<file path="config.mk">
export PLATFORM = sky130hd
export DESIGN_NAME = ppb_core
export DESIGN_NICKNAME = d
export VERILOG_FILES = /design/src/hdl/ppb_pkg.sv /design/src/hdl/ppb_core.sv /design/src/hdl/ppb_timebase.sv
export SDC_FILE = /design/constraint.sdc
export NUM_CORES = 1
export LEC_CHECK = 0
export BUFFER_PORTS_ARGS = -buffer_cell sky130_fd_sc_hd__buf_4
export CAP_MARGIN = 30
export CORE_UTILIZATION = 60
export CTS_CLUSTER_SIZE = 40
export DETAILED_ROUTE_END_ITERATION = 8
export HOLD_SLACK_MARGIN = 0.15
export PLACE_DENSITY_LB_ADDON = 0.12
export SKIP_LAST_GASP = 1
export SYNTH_ARGS = -nofsm -noshare
export SYNTH_HDL_FRONTEND = slang
export SYNTH_SLANG_ARGS = --single-unit
</file>
<file path="constraint.sdc">
create_clock -name ref_clk -period 3.05 [get_ports ref_clk]
set_input_delay 0 -clock ref_clk [delete_from_list [all_inputs] [get_ports ref_clk]]
set_output_delay 0 -clock ref_clk [all_outputs]
set_load 0.02 [all_outputs]
</file>
<file path="src/hdl/ppb_pkg.sv">
package ppb_pkg;
    // ------------------------------------------------------------------
    // Register offsets
    // ------------------------------------------------------------------
    localparam logic [7:0] DEVICE_CONFIGURATION_ADDR    = 8'h26;
    localparam logic [7:0] CLOCK_PIN_CONFIGURATION_ADDR = 8'h27;
    localparam logic [7:0] PORT_REG_FIRST_ADDR          = 8'h01;
    localparam logic [7:0] PORT_REG_LAST_ADDR           = 8'h04;
    localparam int         NUM_PORTS                    = 4;

    // ------------------------------------------------------------------
    // Field positions
    // ------------------------------------------------------------------
    localparam int CFG_RST_RESTORE_BIT = 0;
    localparam int CFG_RST_COUNTER_BIT = 1;
    localparam int CFG_BLINK_LO_BIT    = 2;
    localparam int CFG_BLINK_HI_BIT    = 4;
    localparam int CFG_TRANSITION_BIT  = 7;
    localparam int CLK_EXT_SEL_BIT     = 2;
    localparam int CLK_OUT_EN_BIT      = 3;
    localparam int PORT_DIR_BIT        = 7;
    localparam int PORT_OUT_TYPE_BIT   = 6;
    localparam int PORT_WAVE_BIT       = 5;
    localparam int PORT_INT_EN_BIT     = 5;
    localparam int PORT_DUTY_HI_BIT    = 4;

    // ------------------------------------------------------------------
    // Reset values
    // ------------------------------------------------------------------
    localparam logic [7:0] DEVICE_CONFIGURATION_RESET    = 8'h00;
    localparam logic [7:0] CLOCK_PIN_CONFIGURATION_RESET = 8'h00;
    localparam logic [7:0] PORT_REG_RESET                = 8'h00;

    // ------------------------------------------------------------------
    // Timing
    // ------------------------------------------------------------------
    localparam int          TIMEBASE_DIV_WIDTH = 5;
    localparam int          PWM_PHASE_WIDTH    = 5;
    localparam int          BLINK_CNT_WIDTH    = 13;
    localparam int          INT_TIMEBASE_HZ    = 32768;
    localparam int          REF_CLK_HZ         = 40000000;
    localparam int          INT_TIMEBASE_HALF  = REF_CLK_HZ / (2 * INT_TIMEBASE_HZ);
    localparam logic [9:0]  INT_HALF_CYCLES    = 10'(INT_TIMEBASE_HALF);
    localparam logic [2:0]  PHASE_STEP         = 3'h4;
endpackage : ppb_pkg

</file>
<file path="src/hdl/ppb_core.sv">
`timescale 1ns/1ps
`default_nettype none
// Functional notes
// - Global transition bit is NOR of ports
// - Input differing from snapshot sets transition
// - Port register read clears its transition
// - Global flag clears after all flagged reads
// - Reset low abandons serial transfer, idles
// - Reset input acts as chip select
// - Config D0: reset restores port registers
// - Config D1: reset clears PWM/blink counters
// - Hardware reset leaves alert output unchanged
// - Port one latching active-low change alert
// - Reading ports 0x01-0x04 releases alert
// - Timeout/debounce always use internal timebase
// - Clock config D2 selects external clock
// - Clock config D3 outputs selected clock
// - Selected timebase divided by 32
// - 32-step PWM period, per-port duty
// - Duty zero low; 0111xxxx static high
// - Port PWM phases staggered by eighths
// - One shared blink period, incl. 32Hz
// - Per-port blink duty in sixteenths
// - Counters cleared at power-up, timebase off
// - Alert delayed to STOP; skipped if read
// - D5 selects PWM or blink; D4-D0 duty
// - Three-bit blink period select
module ppb_core
    import ppb_pkg::*;
(
    input  wire logic       ref_clk,
    input  wire logic       reset,
    input  wire logic       reset_in_n,
    input  wire logic       reg_wr,
    input  wire logic       reg_rd,
    input  wire logic [7:0] reg_addr,
    input  wire logic [7:0] reg_wdata,
    input  wire logic       read_seq_active,
    input  wire logic       stop_seen,
    input  wire logic [3:0] port_in,
    input  wire logic       ext_clock_in,
    output logic      [7:0] reg_rdata,
    output logic            serial_idle,
    output logic            chip_selected,
    output logic      [3:0] port_out,
    output logic            port_one_pin,
    output logic            buffered_clock_out,
    output logic            buffered_clock_oe,
    output logic            internal_timebase_tick
);
    import ppb_pkg::*;

    // ------------------------------------------------------------------
    // Register state
    // ------------------------------------------------------------------
    logic [7:0] device_configuration;
    logic [7:0] clock_pin_configuration;
    logic [7:0] port_reg [NUM_PORTS];
    logic [3:0] snapshot;
    logic [3:0] transition;
    logic       alert_latched;
    logic       alert_pending;
    logic       rst_q;

    logic       tb_int;
    logic       tb_int_q;
    logic       ext_q;
    logic       sel_q;
    logic       sel_clk;
    logic       sel_rise;
    logic       tb_run;
    logic [TIMEBASE_DIV_WIDTH-1:0] div_cnt;
    logic [PWM_PHASE_WIDTH-1:0]    pwm_phase;
    logic [BLINK_CNT_WIDTH-1:0]    blink_cnt;
    logic       pwm_tick;

    logic       hw_rst;
    logic       port_rd_hit;
    logic [1:0] rd_idx;
    logic [3:0] change;
    logic [3:0] next_transition;
    logic [3:0] next_port_out;
    logic       alert_event;

    function automatic logic is_port_addr(input logic [7:0] a);
        return (a >= PORT_REG_FIRST_ADDR) && (a <= PORT_REG_LAST_ADDR);
    endfunction : is_port_addr

    function automatic logic [3:0] blink_phase16(input logic [BLINK_CNT_WIDTH-1:0] c,
                                                 input logic [2:0] sel);
        logic [3:0] r;
        r = 4'h0;
        unique case (sel)
            3'h0: r = c[12:9];
            3'h1: r = c[11:8];
            3'h2: r = c[10:7];
            3'h3: r = c[9:6];
            3'h4: r = c[8:5];
            3'h5: r = c[7:4];
            3'h6: r = c[6:3];
            3'h7: r = c[4:1];
        endcase
        return r;
    endfunction : blink_phase16

    // ------------------------------------------------------------------
    // Hardware reset input and chip select
    // ------------------------------------------------------------------
    // Chip select from reset pin
    assign hw_rst      = ~reset_in_n;
    assign rd_idx      = 2'(reg_addr - PORT_REG_FIRST_ADDR);
    assign port_rd_hit = reg_rd && reset_in_n && is_port_addr(reg_addr);

    always_ff @(posedge ref_clk) begin
        if (reset) begin
            rst_q         <= 1'b0;
            serial_idle   <= 1'b1;
            chip_selected <= 1'b0;
        end else begin
            rst_q         <= hw_rst;
            serial_idle   <= hw_rst;
            chip_selected <= reset_in_n;
        end
    end

    // ------------------------------------------------------------------
    // Configuration registers
    // ------------------------------------------------------------------
    always_ff @(posedge ref_clk) begin
        if (reset) begin
            device_configuration    <= DEVICE_CONFIGURATION_RESET;
            clock_pin_configuration <= CLOCK_PIN_CONFIGURATION_RESET;
        end else if (reg_wr && reset_in_n) begin
            // D4,D3 stored as written; master keeps them zero
            if (reg_addr == DEVICE_CONFIGURATION_ADDR)
                device_configuration <= reg_wdata;
            if (reg_addr == CLOCK_PIN_CONFIGURATION_ADDR)
                clock_pin_configuration <= reg_wdata;
        end
    end

    // Port registers; written here since restore must reach them
    always_ff @(posedge ref_clk) begin
        if (reset) begin
            for (int i = 0; i < NUM_PORTS; i++)
                port_reg[i] <= PORT_REG_RESET;
        end else if (hw_rst && device_configuration[CFG_RST_RESTORE_BIT]) begin
            for (int i = 0; i < NUM_PORTS; i++)
                port_reg[i] <= PORT_REG_RESET;
        end else if (reg_wr && reset_in_n && is_port_addr(reg_addr)) begin
            port_reg[rd_idx] <= reg_wdata;
        end
    end

    // ------------------------------------------------------------------
    // Read data
    // ------------------------------------------------------------------
    always_ff @(posedge ref_clk) begin
        if (reset) begin
            reg_rdata <= 8'h00;
        end else if (reg_rd && reset_in_n) begin
            if (reg_addr == DEVICE_CONFIGURATION_ADDR)
                reg_rdata <= {~|transition, device_configuration[6:0]};
            else if (reg_addr == CLOCK_PIN_CONFIGURATION_ADDR)
                reg_rdata <= clock_pin_configuration;
            else if (is_port_addr(reg_addr))
                reg_rdata <= {port_reg[rd_idx][7:2], transition[rd_idx], port_in[rd_idx]};
            else
                reg_rdata <= 8'h00;
        end
    end

    // ------------------------------------------------------------------
    // Transition detection
    // ------------------------------------------------------------------
    always_comb begin
        change          = 4'h0;
        next_transition = transition;
        for (int i = 0; i < NUM_PORTS; i++) begin
            // Differs from snapshot; a read captures its own port's level
            change[i] = port_reg[i][PORT_DIR_BIT] && (port_in[i] != snapshot[i]) &&
                        !(port_rd_hit && rd_idx == 2'(i));
            if (change[i])
                next_transition[i] = 1'b1;
        end
        // Read clears; the level it returns becomes the snapshot
        if (port_rd_hit)
            next_transition[rd_idx] = 1'b0;
    end

    always_ff @(posedge ref_clk) begin
        if (reset) begin
            snapshot   <= 4'h0;
            transition <= 4'h0;
        end else begin
            if (port_rd_hit)
                snapshot[rd_idx] <= port_in[rd_idx];
            // Global clears only when all flags cleared
            transition <= next_transition;
        end
    end

    // ------------------------------------------------------------------
    // Change alert on port one
    // ------------------------------------------------------------------
    always_comb begin
        alert_event = 1'b0;
        for (int i = 0; i < NUM_PORTS; i++)
            // Only a fresh transition alerts, so a release by reading another port sticks
            if (change[i] && !transition[i] && port_reg[i][PORT_INT_EN_BIT])
                alert_event = 1'b1;
    end

    always_ff @(posedge ref_clk) begin
        if (reset) begin
            alert_latched <= 1'b0;
            alert_pending <= 1'b0;
        end else begin
            if (read_seq_active) begin
                if (alert_event)
                    alert_pending <= 1'b1;
                else if (port_rd_hit && ~|next_transition)
                    alert_pending <= 1'b0;
                if (port_rd_hit)
                    alert_latched <= 1'b0;
            end else begin
                alert_pending <= 1'b0;
                if (alert_event || (stop_seen && alert_pending))
                    alert_latched <= 1'b1;
                else if (port_rd_hit)
                    alert_latched <= 1'b0;
            end
        end
    end

    always_ff @(posedge ref_clk) begin
        if (reset)
            port_one_pin <= 1'b1;
        else
            port_one_pin <= ~alert_latched;
    end

    // ------------------------------------------------------------------
    // Timebase selection and counters
    // ------------------------------------------------------------------
    // Timebase off until any port register is nonzero or clock output is enabled
    assign tb_run = clock_pin_configuration[CLK_OUT_EN_BIT] | (|(port_reg[0] | port_reg[1] |
                    port_reg[2] | port_reg[3]));

    ppb_timebase u_timebase (
        .ref_clk  (ref_clk),
        .reset    (reset),
        .run      (tb_run),
        .tb_level (tb_int)
    );

    // External clock only for PWM, blink and the buffered clock output
    assign sel_clk  = clock_pin_configuration[CLK_EXT_SEL_BIT] ? ext_q : tb_int_q;
    assign sel_rise = sel_clk & ~sel_q;
    assign pwm_tick = sel_rise && (div_cnt == 5'h1F);

    always_ff @(posedge ref_clk) begin
        if (reset) begin
            tb_int_q               <= 1'b0;
            ext_q                  <= 1'b0;
            sel_q                  <= 1'b0;
            internal_timebase_tick <= 1'b0;
        end else begin
            tb_int_q               <= tb_int;
            ext_q                  <= ext_clock_in;
            sel_q                  <= sel_clk;
            internal_timebase_tick <= tb_int & ~tb_int_q;
        end
    end

    always_ff @(posedge ref_clk) begin
        if (reset) begin
            div_cnt   <= '0;
            pwm_phase <= '0;
            blink_cnt <= '0;
        end else if (hw_rst && device_configuration[CFG_RST_COUNTER_BIT]) begin
            div_cnt   <= '0;
            pwm_phase <= '0;
            blink_cnt <= '0;
        end else if (sel_rise) begin
            div_cnt <= div_cnt + 5'h01;
            if (pwm_tick) begin
                pwm_phase <= pwm_phase + 5'h01;
                if (pwm_phase == 5'h1F)
                    blink_cnt <= blink_cnt + 13'h0001;
            end
        end
    end

    // ------------------------------------------------------------------
    // Waveform generation
    // ------------------------------------------------------------------
    always_comb begin
        logic [4:0] ph;
        logic [3:0] bph;
        logic [7:0] r;
        ph            = '0;
        bph           = '0;
        r             = '0;
        next_port_out = 4'h0;
        // One blink phase for all ports
        // Period select field
        // Fast periods need the PWM phase bits below the blink count
        bph = blink_phase16({blink_cnt[7:0], pwm_phase},
                            device_configuration[CFG_BLINK_HI_BIT:CFG_BLINK_LO_BIT]);
        for (int i = 0; i < NUM_PORTS; i++) begin
            r  = port_reg[i];
            // Stagger by eighth per port
            ph = pwm_phase + 5'(i) * {2'b00, PHASE_STEP};
            if (r[6:4] == 3'b111)
                next_port_out[i] = 1'b1;
            else if (r[PORT_WAVE_BIT])
                next_port_out[i] = (bph < r[3:0]);
            else
                next_port_out[i] = (ph < r[PORT_DUTY_HI_BIT:0]);
        end
    end

    always_ff @(posedge ref_clk) begin
        if (reset) begin
            port_out           <= 4'h0;
            buffered_clock_out <= 1'b0;
            buffered_clock_oe  <= 1'b0;
        end else begin
            port_out           <= next_port_out;
            buffered_clock_out <= sel_clk;
            buffered_clock_oe  <= clock_pin_configuration[CLK_OUT_EN_BIT];
        end
    end
endmodule : ppb_core
`default_nettype wire

</file>
<file path="src/hdl/ppb_timebase.sv">
`timescale 1ns/1ps
`default_nettype none
// ----------------------------------------------------------------------
// Internal timebase: about 32 kHz square wave, enable-gated
// ----------------------------------------------------------------------
module ppb_timebase (
    input  wire logic ref_clk,
    input  wire logic reset,
    input  wire logic run,
    output var  logic tb_level
);
    import ppb_pkg::*;

    logic [9:0] half_cnt;

    // Held stopped at power-up so cascaded parts start in phase
    always_ff @(posedge ref_clk) begin
        if (reset || !run) begin
            half_cnt <= 10'h000;
            tb_level <= 1'b0;
        end else if (half_cnt == INT_HALF_CYCLES - 10'h001) begin
            half_cnt <= 10'h000;
            tb_level <= ~tb_level;
        end else begin
            half_cnt <= half_cnt + 10'h001;
        end
    end
endmodule : ppb_timebase
`default_nettype wire

</file>
== Yosys cells after proc, flatten, opt, wreduce, memory -nomap -nowiden ==
Memories as Yosys holds them, arrays and structs flattened.
Cells that the tools add are included.
Word-level totals
  bits in latches: 0
  register bits after elaboration: 79
  memories kept: 1
  memory bits (writable): 32
  word-level logic and storage cells: 191
  bits in read-only memories: 0
Memories
  port_reg: depth 4, bits a word 8, rd ports 5, clocked after memory_dff 0, write ports 4, line ppb_core.sv:58  | logic [7:0] port_reg [NUM_PORTS];
Cells by class
  shifts and indexed selects: 0
  $lt $le $gt $ge: 12
  reductions and logical operators: 58
  $mul: 0
  bitwise gates (word level): 18
  eq/ne operators: 23
  add/subtract/negate cells: 8
  muxes and demuxes: 50
  divide/modulo/power cells: 0
Operators with widths (number)
  8-bit two-way mux: 8
  1-bit two-way mux: 35
  4-bit case mux with 8 select lines: 1
  1-bit logical AND: 31
  3-bit equality test (second input constant): 8
  8-bit bitwise OR: 3
  5-bit less-than comparator: 4
  8-bit by 6-bit equality test with 1-bit output (second input constant): 2
  4-bit less-than comparator: 4
  8-bit OR reduction: 2
  13-bit by 1-bit adder with 13-bit output (second input constant): 1
  1-bit logical NOT: 11
  10-bit by 1-bit adder with 10-bit output (second input constant): 1
  5-bit by 1-bit adder with 5-bit output (second input constant): 2
  5-bit by 4-bit adder with 5-bit output (second input constant): 2
  10-bit equality test (second input constant): 1
  5-bit equality test (second input constant): 2
  8-bit by 1-bit greater-or-equal comparator with 1-bit output (second input constant): 1
  8-bit by 3-bit <= comparator with 1-bit output (second input constant): 1
  4-bit OR reduction: 2
  3-bit by 2-bit equality test with 1-bit output (second input constant): 2
  1-bit NOT: 6
  2-bit AND reduction: 3
  2-bit OR reduction: 3
  22 further kinds: 33

== Depth between registers and ports, before layout ==
Gate-level depths: netlist (run 1).
  depth after elaboration: 15
  depth in mapped cells: 12

== Cells and area by module ==
From an unflattened synthesis (run 1), not the netlist that was laid out.
Second synthesis, totals
  cells, all modules: 590
  area total of the unflattened synthesis: 5844.4 µm²
Modules (own cells, without submodules)
  ppb_core: seq. area each 2222.1 µm², cells each 537, times used 1, area an instance 5351.4 µm²
  ppb_timebase: seq. area each 220.2 µm², cells each 53, times used 1, area an instance 493.0 µm²

== Least setup slack after synthesis (run 1) ==
No wires, ideal clock.
  path kind: register -> register
  start: reg device_configuration[3]
  end: reg port_out[3]
  path slack: 0.360 ns
  cell stages (with the launch flop): 12
  arrival time: 2.616 ns
  data required time: 2.976 ns
  buffers on the path: 2
  setup time: 0.074 ns
  cell sequence: dfxtp_1 > buf_2 > buf_1 > mux2_2 > a221oi_1 > a21oi_1 > ha_1 > o21a_1 > o21ai_0 > a31oi_1 > or3b_1 > a31oi_1
Between the ends
  word-level cells in the longest chain between the ends: 5
  elaborated cells on any way between the ends: 12
  those cells by class: 1 x order compare; 7 x eq/ne; 3 x mux; 1 x reduce/logical
RTL lines
  start, declared: line ppb_core.sv:56  | logic [7:0] device_configuration;
  start signal, assigned: line ppb_core.sv:136  | device_configuration <= reg_wdata;
  3-bit equality test, or another cell as far along: line ppb_core.sv:93  | unique case (sel)
  4-bit case mux with 8 select lines *: line ppb_core.sv:93
  4-bit less-than comparator *: line ppb_core.sv:318  | next_port_out[i] = (bph < r[3:0]);
  1-bit two-way mux *: line ppb_core.sv:317  | else if (r[PORT_WAVE_BIT])
  1-bit two-way mux *: line ppb_core.sv:315  | if (r[6:4] == 3'b111)
  end signal, assigned: line ppb_core.sv:330  | port_out <= next_port_out;
  end, declared: line ppb_core.sv:45  | output logic [3:0] port_out,
Every way passes the cells marked *; elsewhere a longest branch is shown, timed or not.
A chain may end at the register's enable or synchronous reset.

== Final worst setup path (run 1) ==
  start: reg pwm_phase[4]
  end: reg port_out[3]
Between the ends
  word-level cells in the longest chain between the ends: 4
  elaborated cells on any way between the ends: 6
  those cells by class: 1 x add/sub; 2 x order compare; 3 x mux
RTL lines
  start, declared: line ppb_core.sv:73  | logic [PWM_PHASE_WIDTH-1:0] pwm_phase;
  start signal, assigned: line ppb_core.sv:288  | pwm_phase <= pwm_phase + 5'h01;
  5-bit by 4-bit adder with 5-bit output or 4-bit case mux with 8 select lines (tied branches): line ppb_core.sv:314, ppb_core.sv:93
  5-bit less-than comparator or 4-bit less-than comparator (tied branches): line ppb_core.sv:320, ppb_core.sv:318
  1-bit two-way mux *: line ppb_core.sv:317
  1-bit two-way mux *: line ppb_core.sv:315
Marks and branches as above.

==> results of run 1 <==
==> routing by layer <==
metal | part of all wire | track usage | up-vias | wire, um
li1 | - | - | 2252 | -
met1 | 0.43 | 0.389 | 2230 | 6050
met2 | 0.47 | 0.470 | 206 | 6600
met3 | 0.084 | 0.0682 | 37 | 1190
met4 | 0.021 | 0.101 | 0 | 294
met5 | 0 | 0 | - | 0
==> cells by family after synthesis <==
group                      count (synthesis)  share of synthesized area
muxes                                     41                     0.0930
DFF                                      106                      0.422
and+or+nand+nor                          207                      0.193
AOI/OAI and AO/OA                        105                      0.113
adders and majority gates                 43                     0.0930
buffers and inverters                     60                     0.0456
xor gates and xnor gates                  27                     0.0409
==> tightest hold or removal path, delay by kind of cell <==
| kind | cells | cell delay (ns) |
|---|---|---|
| buffers and inverters | 2 | 0.28 |
| and+or+nand+nor | 1 | 0.08 |
| AOI/OAI and AO/OA | 2 | 0.22 |
==> layout by cell type, fill, tap and decap left out, drive strengths merged, types with 4 or more instances in the layout <==
cell,netlist,routed
nand4b,4,4
a31oi,17,17
nor3,12,12
a22oi,9,9
and3,35,35
or3b,4,4
edfxtp,32,32
nand3,14,14
mux2i,29,29
inv,32,34
nor4,14,14
a21o,13,13
xor2,15,15
a211oi,4,4
nand2b,6,6
nor2,62,62
ha,43,43
xnor2,12,12
nor2b,5,5
dlygate4sd3,0,25
o21a,4,4
nand4,7,7
buf,8,53
a21oi,28,28
clkbuf,20,9
nand2,30,30
o21ai,19,19
dfxtp,74,74
mux4,10,10
==> final cells by class <==
class	instances	area [um2]	area share
clock inverter	6	65.1	0.00979
multi-input combinational	423	3080	0.464
sequential	106	2440	0.368
timing repair buffer	78	648	0.0976
inverter	32	120	0.0181
tap	129	161	0.0243
clock buffer	9	124	0.0186
==> stage by stage <==
step,total power [mW],worst slack [ns],area [um2]
final,2.67,0.260,6640
after floorplan,1.69,0.360,5790
after global routing,2.75,0.0987,6640
after global placement,1.79,0.307,6200
after CTS,2.68,0.124,6640
after detailed placement,1.80,0.167,6200
==> Yosys cell counts (all sizes together), types with 4 or more instances <==
master,instances
a22oi,9
ha,43
nand3,14
mux4,10
clkbuf,20
nand4b,4
xnor2,12
o21a,4
edfxtp,32
and3,35
a21o,13
mux2i,29
a211oi,4
nand4,7
nor2b,5
o21ai,19
a21oi,28
nor3,12
nand2,30
nor4,14
nor2,62
nand2b,6
or3b,4
a31oi,17
xor2,15
dfxtp,74
buf,8
inv,32
==> path summary, 6_finish.rpt <==
| check | startpoint | end | slack, ns | cells past startpoint |
|---|---|---|---|---|
| hold reg to reg | alert_latched | port_one_pin | 0.43 | 1 |
| setup reg to reg | pwm_phase[4] | port_out[3] | 0.26 | 11 |
| hold / removal | reg_addr[2] | reg_rdata[2] | 0.23 | 5 |
| setup / recovery | pwm_phase[4] | port_out[3] | 0.26 | 11 |
==> power groups by stage <==
stage | sequential, mW | combinational, mW | clock, mW
floorplan | 1.55 | 0.138 | 0
global placement | 1.56 | 0.229 | 0
finish | 1.53 | 0.264 | 0.875
detailed placement | 1.56 | 0.238 | 0
global route | 1.53 | 0.286 | 0.929
CTS | 1.53 | 0.259 | 0.895
==> timing repair <==
item / 4_1_cts / 5_1_grt
endpoints found under the hold margin: 75 / 0
gates resized for setup: 0 / 1
endpoints found under the setup margin: 0 / 4
hold buffers: 25 / 0
==> summary.md, run 1 <==
## Setup path
- 9 — crit-path max FO
- 0.55 ns — largest stage delay on the critical path
- 3.37 ns — worst path required time
- 0 — Buffers & Inverters on Critical Path
- sky130_fd_sc_hd__dfxtp_1 — crit path max-delay cell type
- register to register — kind of critical path
- register — startpoint type of the worst setup path
- nand3b_1 -> a21oi_1 -> a2bb2oi_1 -> nor2_1 -> a21oi_1 -> ha_1 -> o21a_1 -> o21ai_0 -> a31oi_1 -> or3b_1 -> a31oi_1 — critical path cell sequence
- compound AO/OA/AOI/OAI gates — cell class contributing the biggest share of worst-path delay
- register — nature of the critical path endpoint
- 3.11 ns — Arr. time, crit path

## Floorplan
- 100 um — horizontal die dimension
- 35 — number of standard-cell rows in the floorplan
- 100 um — overall die height
- 10,000 um2 — die area
- 46 — I/O pin total
- 0.623 — Initial Utilization
- 9280 um2 — placeable core region

## Yosys
- 660 — syn_nets
- 9.83 um2 — synthesized area per cell
- 0.422 — sequential element share of the synthesized area
- sky130_fd_sc_hd__dfxtp_1 — Post-synth top flop
- 589 — Cells after Synth
- 106 — flip-flop and latch count after synthesis
- 49 — number of distinct standard cells referenced by the synthesized netlist
- sky130_fd_sc_hd__dfxtp_1 (26%), sky130_fd_sc_hd__edfxtp_1 (17%), sky130_fd_sc_hd__ha_1 (9.3%), sky130_fd_sc_hd__mux2i_1 (5.0%), sky130_fd_sc_hd__nor2_1 (4.0%) — top cells by area, synth
- 5790 um2 — post-synthesis instance area
- sky130_fd_sc_hd__dfxtp_1 — leading area contributor after synthesis
- 0 — Async S/R FF share, synth
- 32 — count of flip-flops with a built-in enable after synthesis
- 0.256 — top cell type's share of synthesized area
- 0 — Synth warnings

## Power
- 401 nW/um2 — total power density per cell area
- 0.364 mV — Peak supply drop
- 0.573 — sequential fraction of design power
- 1.98 mW — cell-internal power
- 0.099 — share of power burned in combinational logic
- 0.328 — clock network fraction of design power
- 0.256 — Sw Share
- 2.97 nW — static leakage power
- 0.681 mW — Net Sw Power

## Clocking
- 0.10 ns — clock transition at the registers of the reported paths
- 0.39 ns — worst skew pair latency
- yes — CTS tree
- 0 — number of buffers added for setup after CTS
- 2 — number of buffers on the longest clock path
- sky130_fd_sc_hd__clkbuf_8 — Clock Root Buffer
- 9 — Inserted Clock Buffers
- 106 — TritonCTS sink count
- 3 — CTS H-tree depth

## Final layout
- 783 — count of non-filler cells in the finished layout
- 0 — Antenna Cells
- 721 — Net count, final
- 14.8% — Syn-to-layout area delta
- 710 — layout filler cell count
- 32 — max reg flops
- 0.164 — fraction of layout instances using a drive strength above 1
- 0.716 — final core area utilization

## Route
- 6.03 — DR vias/cell
- 414 — drt first-iter violations
- 0 — post-route DRC violation count
- 0 — number of nets still failing antenna checks after routing
- 18.0 um — post-DR wirelength/cell
- 5 — Detailed Routing Iterations Pass 1
- 14,100 um — drt total wl
- 4,725 — number of vias after detailed routing

## STA
- 0 — pins over their slew limit
- 0.231 ns — Final Hold Slack
- 0.728 ns — Worst Tran Pin Value
- 2.79 ns — fin crit period
- 0.915 — share of the clock period used by the worst path
- 0 ns — Setup TNS Final
- 358 MHz — max frequency
- 0 — # setup viols final
- 0.513 — max-slew headroom at the worst pin
- 0 — total count of hold-check failures in the final report
- false — unrepaired setup endpoints after global routing
- 0.0194 ns — Clock Skew

## Place
- 45 — Buffers on Ports
- 743 — Post-Place Cells
- 0.924 — gp weighted congestion
- 9960 um — estimated wirelength of the detail-placed design

## Global route
- 0 — global-route congestion overflow total
- 39 — maximum number of pins on one net before global-route repair
- 4,518 — number of global-route vias before repair
- 22,400 um — global-route wire length before repair
- 0 — antenna violations before repair
- 0.292 — global-route usage over all layers

## Status
- finished, final reports clean — outcome

## Worst hold path
- input pin to register — worst hold-check path type

## Job
- 0 — reported max-cap violation count

No activity file was read; power rests on OpenSTA's default activity.
==> run 2: changes to the inputs <==
--- a/config.mk
+++ b/config.mk
@@ -14,4 +14,5 @@
 export PLACE_DENSITY_LB_ADDON = 0.12
 export SKIP_LAST_GASP = 1
+export SLEW_MARGIN = 40
 export SYNTH_ARGS = -nofsm -noshare
 export SYNTH_HDL_FRONTEND = slang
==> constraint.sdc (replaced) <==
create_clock -name ref_clk -period 3.05 [get_ports ref_clk]
set_input_delay 0.305 -clock ref_clk [delete_from_list [all_inputs] [get_ports ref_clk]]
set_output_delay 0.305 -clock ref_clk [all_outputs]
set_load 0.02 [all_outputs]
==> summary.md, run 2 (same netlist as run 1, synthesis figures left out) <==
## Final layout
- 0.175 — fraction of layout instances using a drive strength above 1, +0.0112
- 0 — Antenna Cells, unchanged
- 32 — max reg flops, unchanged
- 764 — count of non-filler cells in the finished layout, -2.4%
- sky130_fd_sc_hd__dfxtp_1 (73), sky130_fd_sc_hd__nor2_1 (62), sky130_fd_sc_hd__buf_4 (56), sky130_fd_sc_hd__ha_1 (43) — most frequent cells in the layout
- 11.9% — Syn-to-layout area delta
- sky130_fd_sc_hd__dfxtp_1 — leading cell type in the layout, fill and taps excluded
- 701 — Net count, final, -2.8%

## STA
- 0 — pins over their slew limit, unchanged
- 0.653 ns — Worst Tran Pin Value, -0.0749 ns
- 0.0165 ns — Clock Skew, -0.00289 ns
- 0.214 ns — Final Hold Slack, -0.0171 ns
- 0 — total count of hold-check failures in the final report, unchanged
- 2.79 ns — fin crit period, +0.00360 ns
- 358 MHz — max frequency, -0.13%
- 0.563 — max-slew headroom at the worst pin, +0.0501
- 0.916 — share of the clock period used by the worst path, +0.00118
- 0 ns — Setup TNS Final, unchanged
- false — unrepaired setup endpoints after global routing
- 0 — # setup viols final, unchanged

## Route
- 17.6 um — post-DR wirelength/cell, -2.4%
- 0 — post-route DRC violation count, unchanged
- 6.09 — DR vias/cell, +0.93%
- 4,653 — number of vias after detailed routing, -1.5%
- 349 — drt first-iter violations, -16%
- 13,500 um — drt total wl, -4.8%
- 5 — Detailed Routing Iterations Pass 1, unchanged
- 0 — number of nets still failing antenna checks after routing, unchanged

## Clocking
- 3 — CTS H-tree depth, unchanged
- sky130_fd_sc_hd__clkbuf_8 — Clock Root Buffer
- 9 — Inserted Clock Buffers, unchanged
- 0.39 ns — worst skew pair latency, about the same
- 0.11 ns — clock transition at the registers of the reported paths, about the same
- yes — CTS tree
- 106 — TritonCTS sink count, unchanged
- 2 — number of buffers on the longest clock path, unchanged

## Place
- 10,000 um — estimated wirelength of the detail-placed design, +0.40%
- 746 — Post-Place Cells, +0.40%
- 0.908 — gp weighted congestion, -1.7%
- 45 — Buffers on Ports, unchanged

## Global route
- 0 — global-route congestion overflow total, unchanged
- 0.281 — global-route usage over all layers, -0.0114
- 21,800 um — global-route wire length before repair, -2.8%
- 0 — antenna violations before repair, unchanged
- 4,413 — number of global-route vias before repair, -2.3%
- 39 — maximum number of pins on one net before global-route repair, unchanged

## Floorplan
- 46 — I/O pin total, unchanged
- 0.623 — Initial Utilization, unchanged
- 35 — number of standard-cell rows in the floorplan, unchanged
- 10,000 um2 — die area, unchanged
- 100 um — overall die height, unchanged
- 9280 um2 — placeable core region, unchanged
- 100 um — horizontal die dimension, unchanged

## Setup path
- 16 — crit-path max FO, +7
- 3.37 ns — worst path required time, about the same
- register — nature of the critical path endpoint
- 3.12 ns — Arr. time, crit path, about the same
- register to register — kind of critical path
- register — startpoint type of the worst setup path

## Power
- 2.89 nW — static leakage power, -2.6%
- 429 nW/um2 — total power density per cell area, +6.9%
- 0.395 mV — Peak supply drop, +8.4%

## Worst hold path
- input pin to register — worst hold-check path type

## Job
- 0 — reported max-cap violation count, unchanged

## Status
- finished, final reports clean — outcome

==> run 2: cell count changes in the layout (fill, tap and decap cells not counted), sizes merged <==
cell	delta
dlygate4sd3	-23
buf	+3
clkinvlp	-1
inv	+1
bufinv	+1
==> run 2: final timing paths <==
path	start	to	slack, ns	cells past startpoint
setup / recovery	device_configuration[3]	port_out[1]	0.26	11
setup reg to reg	device_configuration[3]	port_out[1]	0.26	11
hold / removal	reg_wdata[3]	device_configuration[3]	0.21	3
hold reg to reg	alert_latched	port_one_pin	0.42	1
==> run 2: area by class of cell <==
| cell class | count | area (um2) |
|---|---|---|
| clock inverters | 7 | 106 |
| flip-flops and latches | 106 | 2440 |
| multi-input cells | 423 | 3080 |
| repair buffers | 58 | 440 |
| clock buffers | 9 | 124 |
| inverters | 32 | 120 |
| well taps | 129 | 161 |
| fillers | 724 | 2810 |
==> run 2: timing repair <==
item,4_1_cts,5_1_grt
endpoints found under the hold margin,3,0
setup endpoints to repair,0,4
hold buffers,2,0
gates resized for setup,0,1
setup buffers,0,0
==> run 2: metal layers <==
metal  routed length [um]  track usage  vias up  share of wire
met3                  937       0.0689       11          0.070
met4                  111       0.0680        0         0.0082
met2                 6260        0.451      190           0.46
li1                     -            -     2214              -
met5                    0            0        -              0
met1                 6150        0.383     2238           0.46
==> run 2: metrics by stage <==
| step | worst slack (ns) | utilization | area, um2 | power [mW] |
|---|---|---|---|---|
| floorplan | 0.360 | - | 5790 | 1.69 |
| global placement | 0.310 | 0.671 | 6230 | 1.79 |
| detailed placement | 0.180 | 0.671 | 6230 | 1.80 |
| CTS | 0.0781 | 0.698 | 6480 | 2.79 |
| global route | 0.0148 | 0.698 | 6480 | 2.87 |
| finish | 0.256 | 0.698 | 6480 | 2.78 |
==> run 2: report_power, final <==
| group | switching, mW | leakage, nW | internal (mW) |
|---|---|---|---|
| registers | 0.0400 | 0.904 | 1.49 |
| clock network | 0.528 | 0.116 | 0.477 |
| logic | 0.141 | 1.87 | 0.105 |
==> run 2: worst max-delay path, cell delays in order, from the launching register on <==
cell                        delay, ns
sky130_fd_sc_hd__dfxtp_2         0.53
sky130_fd_sc_hd__inv_1           0.11
sky130_fd_sc_hd__buf_4           0.17
sky130_fd_sc_hd__nor2_1          0.14
sky130_fd_sc_hd__a31oi_1         0.07
sky130_fd_sc_hd__a2bb2oi_1       0.47
sky130_fd_sc_hd__ha_1            0.34
sky130_fd_sc_hd__o21a_1          0.10
sky130_fd_sc_hd__o21ai_0         0.15
sky130_fd_sc_hd__a31oi_1         0.07
sky130_fd_sc_hd__or3b_1          0.41
sky130_fd_sc_hd__a31oi_1         0.19
==> run 3: changes to the inputs <==
Settings changed: SYNTH_HIERARCHICAL set to 1.
==> summary.md, run 3 <==
## Status
- finished, final reports clean — outcome

## STA
- 0 — # setup viols final, unchanged
- 389 MHz — max frequency, +8.7%
- 0.843 — share of the clock period used by the worst path, -0.0730
- 0.675 ns — Worst Tran Pin Value, +0.0217 ns
- 0.00820 ns — Clock Skew, -0.00827 ns
- 0 — pins over their slew limit, unchanged
- false — unrepaired setup endpoints after global routing
- 2.57 ns — fin crit period, -0.223 ns
- 0.233 ns — Final Hold Slack, +0.0192 ns
- 0 ns — Setup TNS Final, unchanged
- 0.547 — max-slew headroom at the worst pin, -0.0156
- 0 — total count of hold-check failures in the final report, unchanged

## Yosys
- 0.418 — sequential element share of the synthesized area, -0.00407
- 32 — count of flip-flops with a built-in enable after synthesis, unchanged
- sky130_fd_sc_hd__dfxtp_1 — leading area contributor after synthesis
- 0 — Async S/R FF share, synth, unchanged
- sky130_fd_sc_hd__dfxtp_1 — Post-synth top flop
- 5840 um2 — post-synthesis instance area, +0.97%
- 57 — number of distinct standard cells referenced by the synthesized netlist, +16%
- 590 — Cells after Synth, +0.17%
- 9.91 um2 — synthesized area per cell, +0.80%
- sky130_fd_sc_hd__dfxtp_1 (74), sky130_fd_sc_hd__nor2_1 (47), sky130_fd_sc_hd__nand2_1 (44), sky130_fd_sc_hd__ha_1 (43), sky130_fd_sc_hd__and3_1 (36) — top cells by instance count after synthesis
- 661 — syn_nets, +0.15%
- 106 — flip-flop and latch count after synthesis, unchanged
- sky130_fd_sc_hd__dfxtp_1 — top-count cell post-synth
- 0.253 — top cell type's share of synthesized area, -0.00247
- sky130_fd_sc_hd__dfxtp_1 (25%), sky130_fd_sc_hd__edfxtp_1 (16%), sky130_fd_sc_hd__ha_1 (9.2%), sky130_fd_sc_hd__and3_1 (3.9%), sky130_fd_sc_hd__mux4_2 (3.9%) — top cells by area, synth
- 6 — Synth warnings, +6

## Global route
- 4,461 — number of global-route vias before repair, +1.1%
- 0 — global-route congestion overflow total, unchanged
- 0.292 — global-route usage over all layers, +0.0114
- 1 — antenna violations before repair, +1
- 34 — maximum number of pins on one net before global-route repair, -13%
- 22,700 um — global-route wire length before repair, +3.9%

## Job
- 0 — reported max-cap violation count, unchanged

## Setup path
- 3.35 ns — worst path required time, -0.02 ns
- register — nature of the critical path endpoint
- sky130_fd_sc_hd__dfxtp_1 — crit path max-delay cell type
- register to register — kind of critical path
- 2.88 ns — Arr. time, crit path, -0.24 ns
- flip-flops — cell class contributing the biggest share of worst-path delay
- 0 — Buffers & Inverters on Critical Path, -2
- 17 — crit-path max FO, +1
- register — startpoint type of the worst setup path
- mux2_2 -> a311oi_1 -> nor2_1 -> a2bb2oi_1 -> ha_1 -> nor4b_1 -> nand2_1 -> o211ai_1 — critical path cell sequence
- 0.70 ns — largest stage delay on the critical path, +0.17 ns

## Floorplan
- 101 um — overall die height, +0.48%
- 35 — number of standard-cell rows in the floorplan, unchanged
- 10,100 um2 — die area, +0.96%
- 101 um — horizontal die dimension, +0.48%
- 9330 um2 — placeable core region, +0.47%
- 46 — I/O pin total, unchanged
- 0.627 — Initial Utilization, +0.00311

## Power
- 2.75 nW — static leakage power, -4.8%
- 0.364 mV — Peak supply drop, -7.7%
- 397 nW/um2 — total power density per cell area, -7.3%

## Final layout
- 760 — count of non-filler cells in the finished layout, -0.52%
- 697 — Net count, final, -0.57%
- 32 — max reg flops, unchanged
- sky130_fd_sc_hd__dfxtp_1 — leading cell type in the layout, fill and taps excluded
- 10.0% — Syn-to-layout area delta
- 0.139 — fraction of layout instances using a drive strength above 1, -0.0353
- 0 — Antenna Cells, unchanged
- sky130_fd_sc_hd__dfxtp_1 (74), sky130_fd_sc_hd__buf_4 (52), sky130_fd_sc_hd__nor2_1 (47), sky130_fd_sc_hd__nand2_1 (44), sky130_fd_sc_hd__ha_1 (43) — most frequent cells in the layout
- 0.689 — final core area utilization, -0.00824

## Worst hold path
- input pin to register — worst hold-check path type

## Clocking
- yes — CTS tree
- 2 — number of buffers on the longest clock path, unchanged
- 0.38 ns — worst skew pair latency, about the same
- 0 — total of cells resized after clock tree synthesis, unchanged
- 0.09 ns — clock transition at the registers of the reported paths, -0.02 ns
- 106 — TritonCTS sink count, unchanged
- 3 — CTS H-tree depth, unchanged
- 9 — Inserted Clock Buffers, unchanged
- sky130_fd_sc_hd__clkbuf_8 — Clock Root Buffer

## Place
- 10,400 um — estimated wirelength of the detail-placed design, +4.1%
- 45 — Buffers on Ports, unchanged
- 742 — Post-Place Cells, -0.54%
- 0.924 — gp weighted congestion, +1.7%

## Route
- 4,723 — number of vias after detailed routing, +1.5%
- 0 — number of nets still failing antenna checks after routing, unchanged
- 18.2 um — post-DR wirelength/cell, +3.4%
- 413 — drt first-iter violations, +18%
- 0 — post-route DRC violation count, unchanged
- 13,800 um — drt total wl, +2.8%
- 6 — Detailed Routing Iterations Pass 1, +1
- 6.21 — DR vias/cell, +2.0%

run 3: cell types whose count changed in the layout (fill, tap and decap cells not counted), moves of 5 or more:
cell                       previous run  this run
sky130_fd_sc_hd__xnor2_1             12         7
sky130_fd_sc_hd__and3_2              21         0
sky130_fd_sc_hd__and3_1              14        36
sky130_fd_sc_hd__nand2_1             30        44
sky130_fd_sc_hd__a221o_1              0         6
sky130_fd_sc_hd__nor2_1              62        47
sky130_fd_sc_hd__a31oi_1             17         0
sky130_fd_sc_hd__a22oi_1              9         1
sky130_fd_sc_hd__nand3b_1             2         7
sky130_fd_sc_hd__o211ai_1             0         9
sky130_fd_sc_hd__mux2i_1             29        22
sky130_fd_sc_hd__a21o_1              13         5
run 3: timing repair:
action	4_1_cts	5_1_grt
buffers inserted	0	0
hold endpoints to repair	2	0
hold buffers	2	0
run 3: cell families after synthesis:
logic type | synth area share
multiplexers | 0.0839
AO/OA/AOI/OAI | 0.118
buffers and inverters | 0.0435
AND/OR/NAND/NOR | 0.210
flip-flops | 0.418
adder cells (fa/ha/maj) | 0.0921
XOR/XNOR | 0.0345
run 3: worst paths after layout:
check / start / to / slack, ns / cells past startpoint
setup / recovery: device_configuration[2] / port_out[0] / 0.48 / 8
hold reg to reg: alert_latched / port_one_pin / 0.42 / 1
hold / removal: reg_wdata[4] / device_configuration[4] / 0.23 / 3
setup reg to reg: device_configuration[2] / port_out[0] / 0.48 / 8
run 3: area by class of cell:
cell class / count / area, um2
clock buffers: 12 / 135
clock inverters: 4 / 28.8
fillers: 734 / 2900
inverters: 28 / 105
multi-input cells: 427 / 3150
flip-flops and latches: 106 / 2440
well taps: 129 / 161
repair buffers: 54 / 410
run 3: stage by stage:
step	power [mW]	setup WS, ns	instance area [um2]
after floorplan	1.70	0.390	5840
after global placement	1.80	0.616	6250
after detailed placement	1.81	0.531	6250
after CTS	2.57	0.525	6430
after global routing	2.66	0.217	6430
final	2.56	0.479	6430
run 3: worst reg2reg max path, delay by kind of cell, from the launching register on:
| kind | cells | cell delay, ns |
|---|---|---|
| flip-flops | 1 | 0.70 |
| AO/OA/AOI/OAI | 3 | 0.68 |
| AND/OR/NAND/NOR | 3 | 0.47 |
| multiplexers | 1 | 0.41 |
| adder cells (fa/ha/maj) | 1 | 0.24 |
run 3: layer usage:
| layer | wire (um) | share of wire | GRT usage | up-vias |
|---|---|---|---|---|
| li1 | - | - | - | 2243 |
| met1 | 6100 | 0.44 | 0.413 | 2238 |
| met2 | 6350 | 0.46 | 0.448 | 208 |
| met3 | 1110 | 0.080 | 0.0652 | 34 |
| met4 | 284 | 0.021 | 0.0914 | 0 |
| met5 | 0 | 0 | 0 | - |
run 3: power by group:
group          internal (mW)  switching, mW  total [mW]
logic                  0.109          0.146       0.255
registers               1.49         0.0431        1.53
clock network          0.299          0.470       0.768
total                   1.90          0.659        2.56
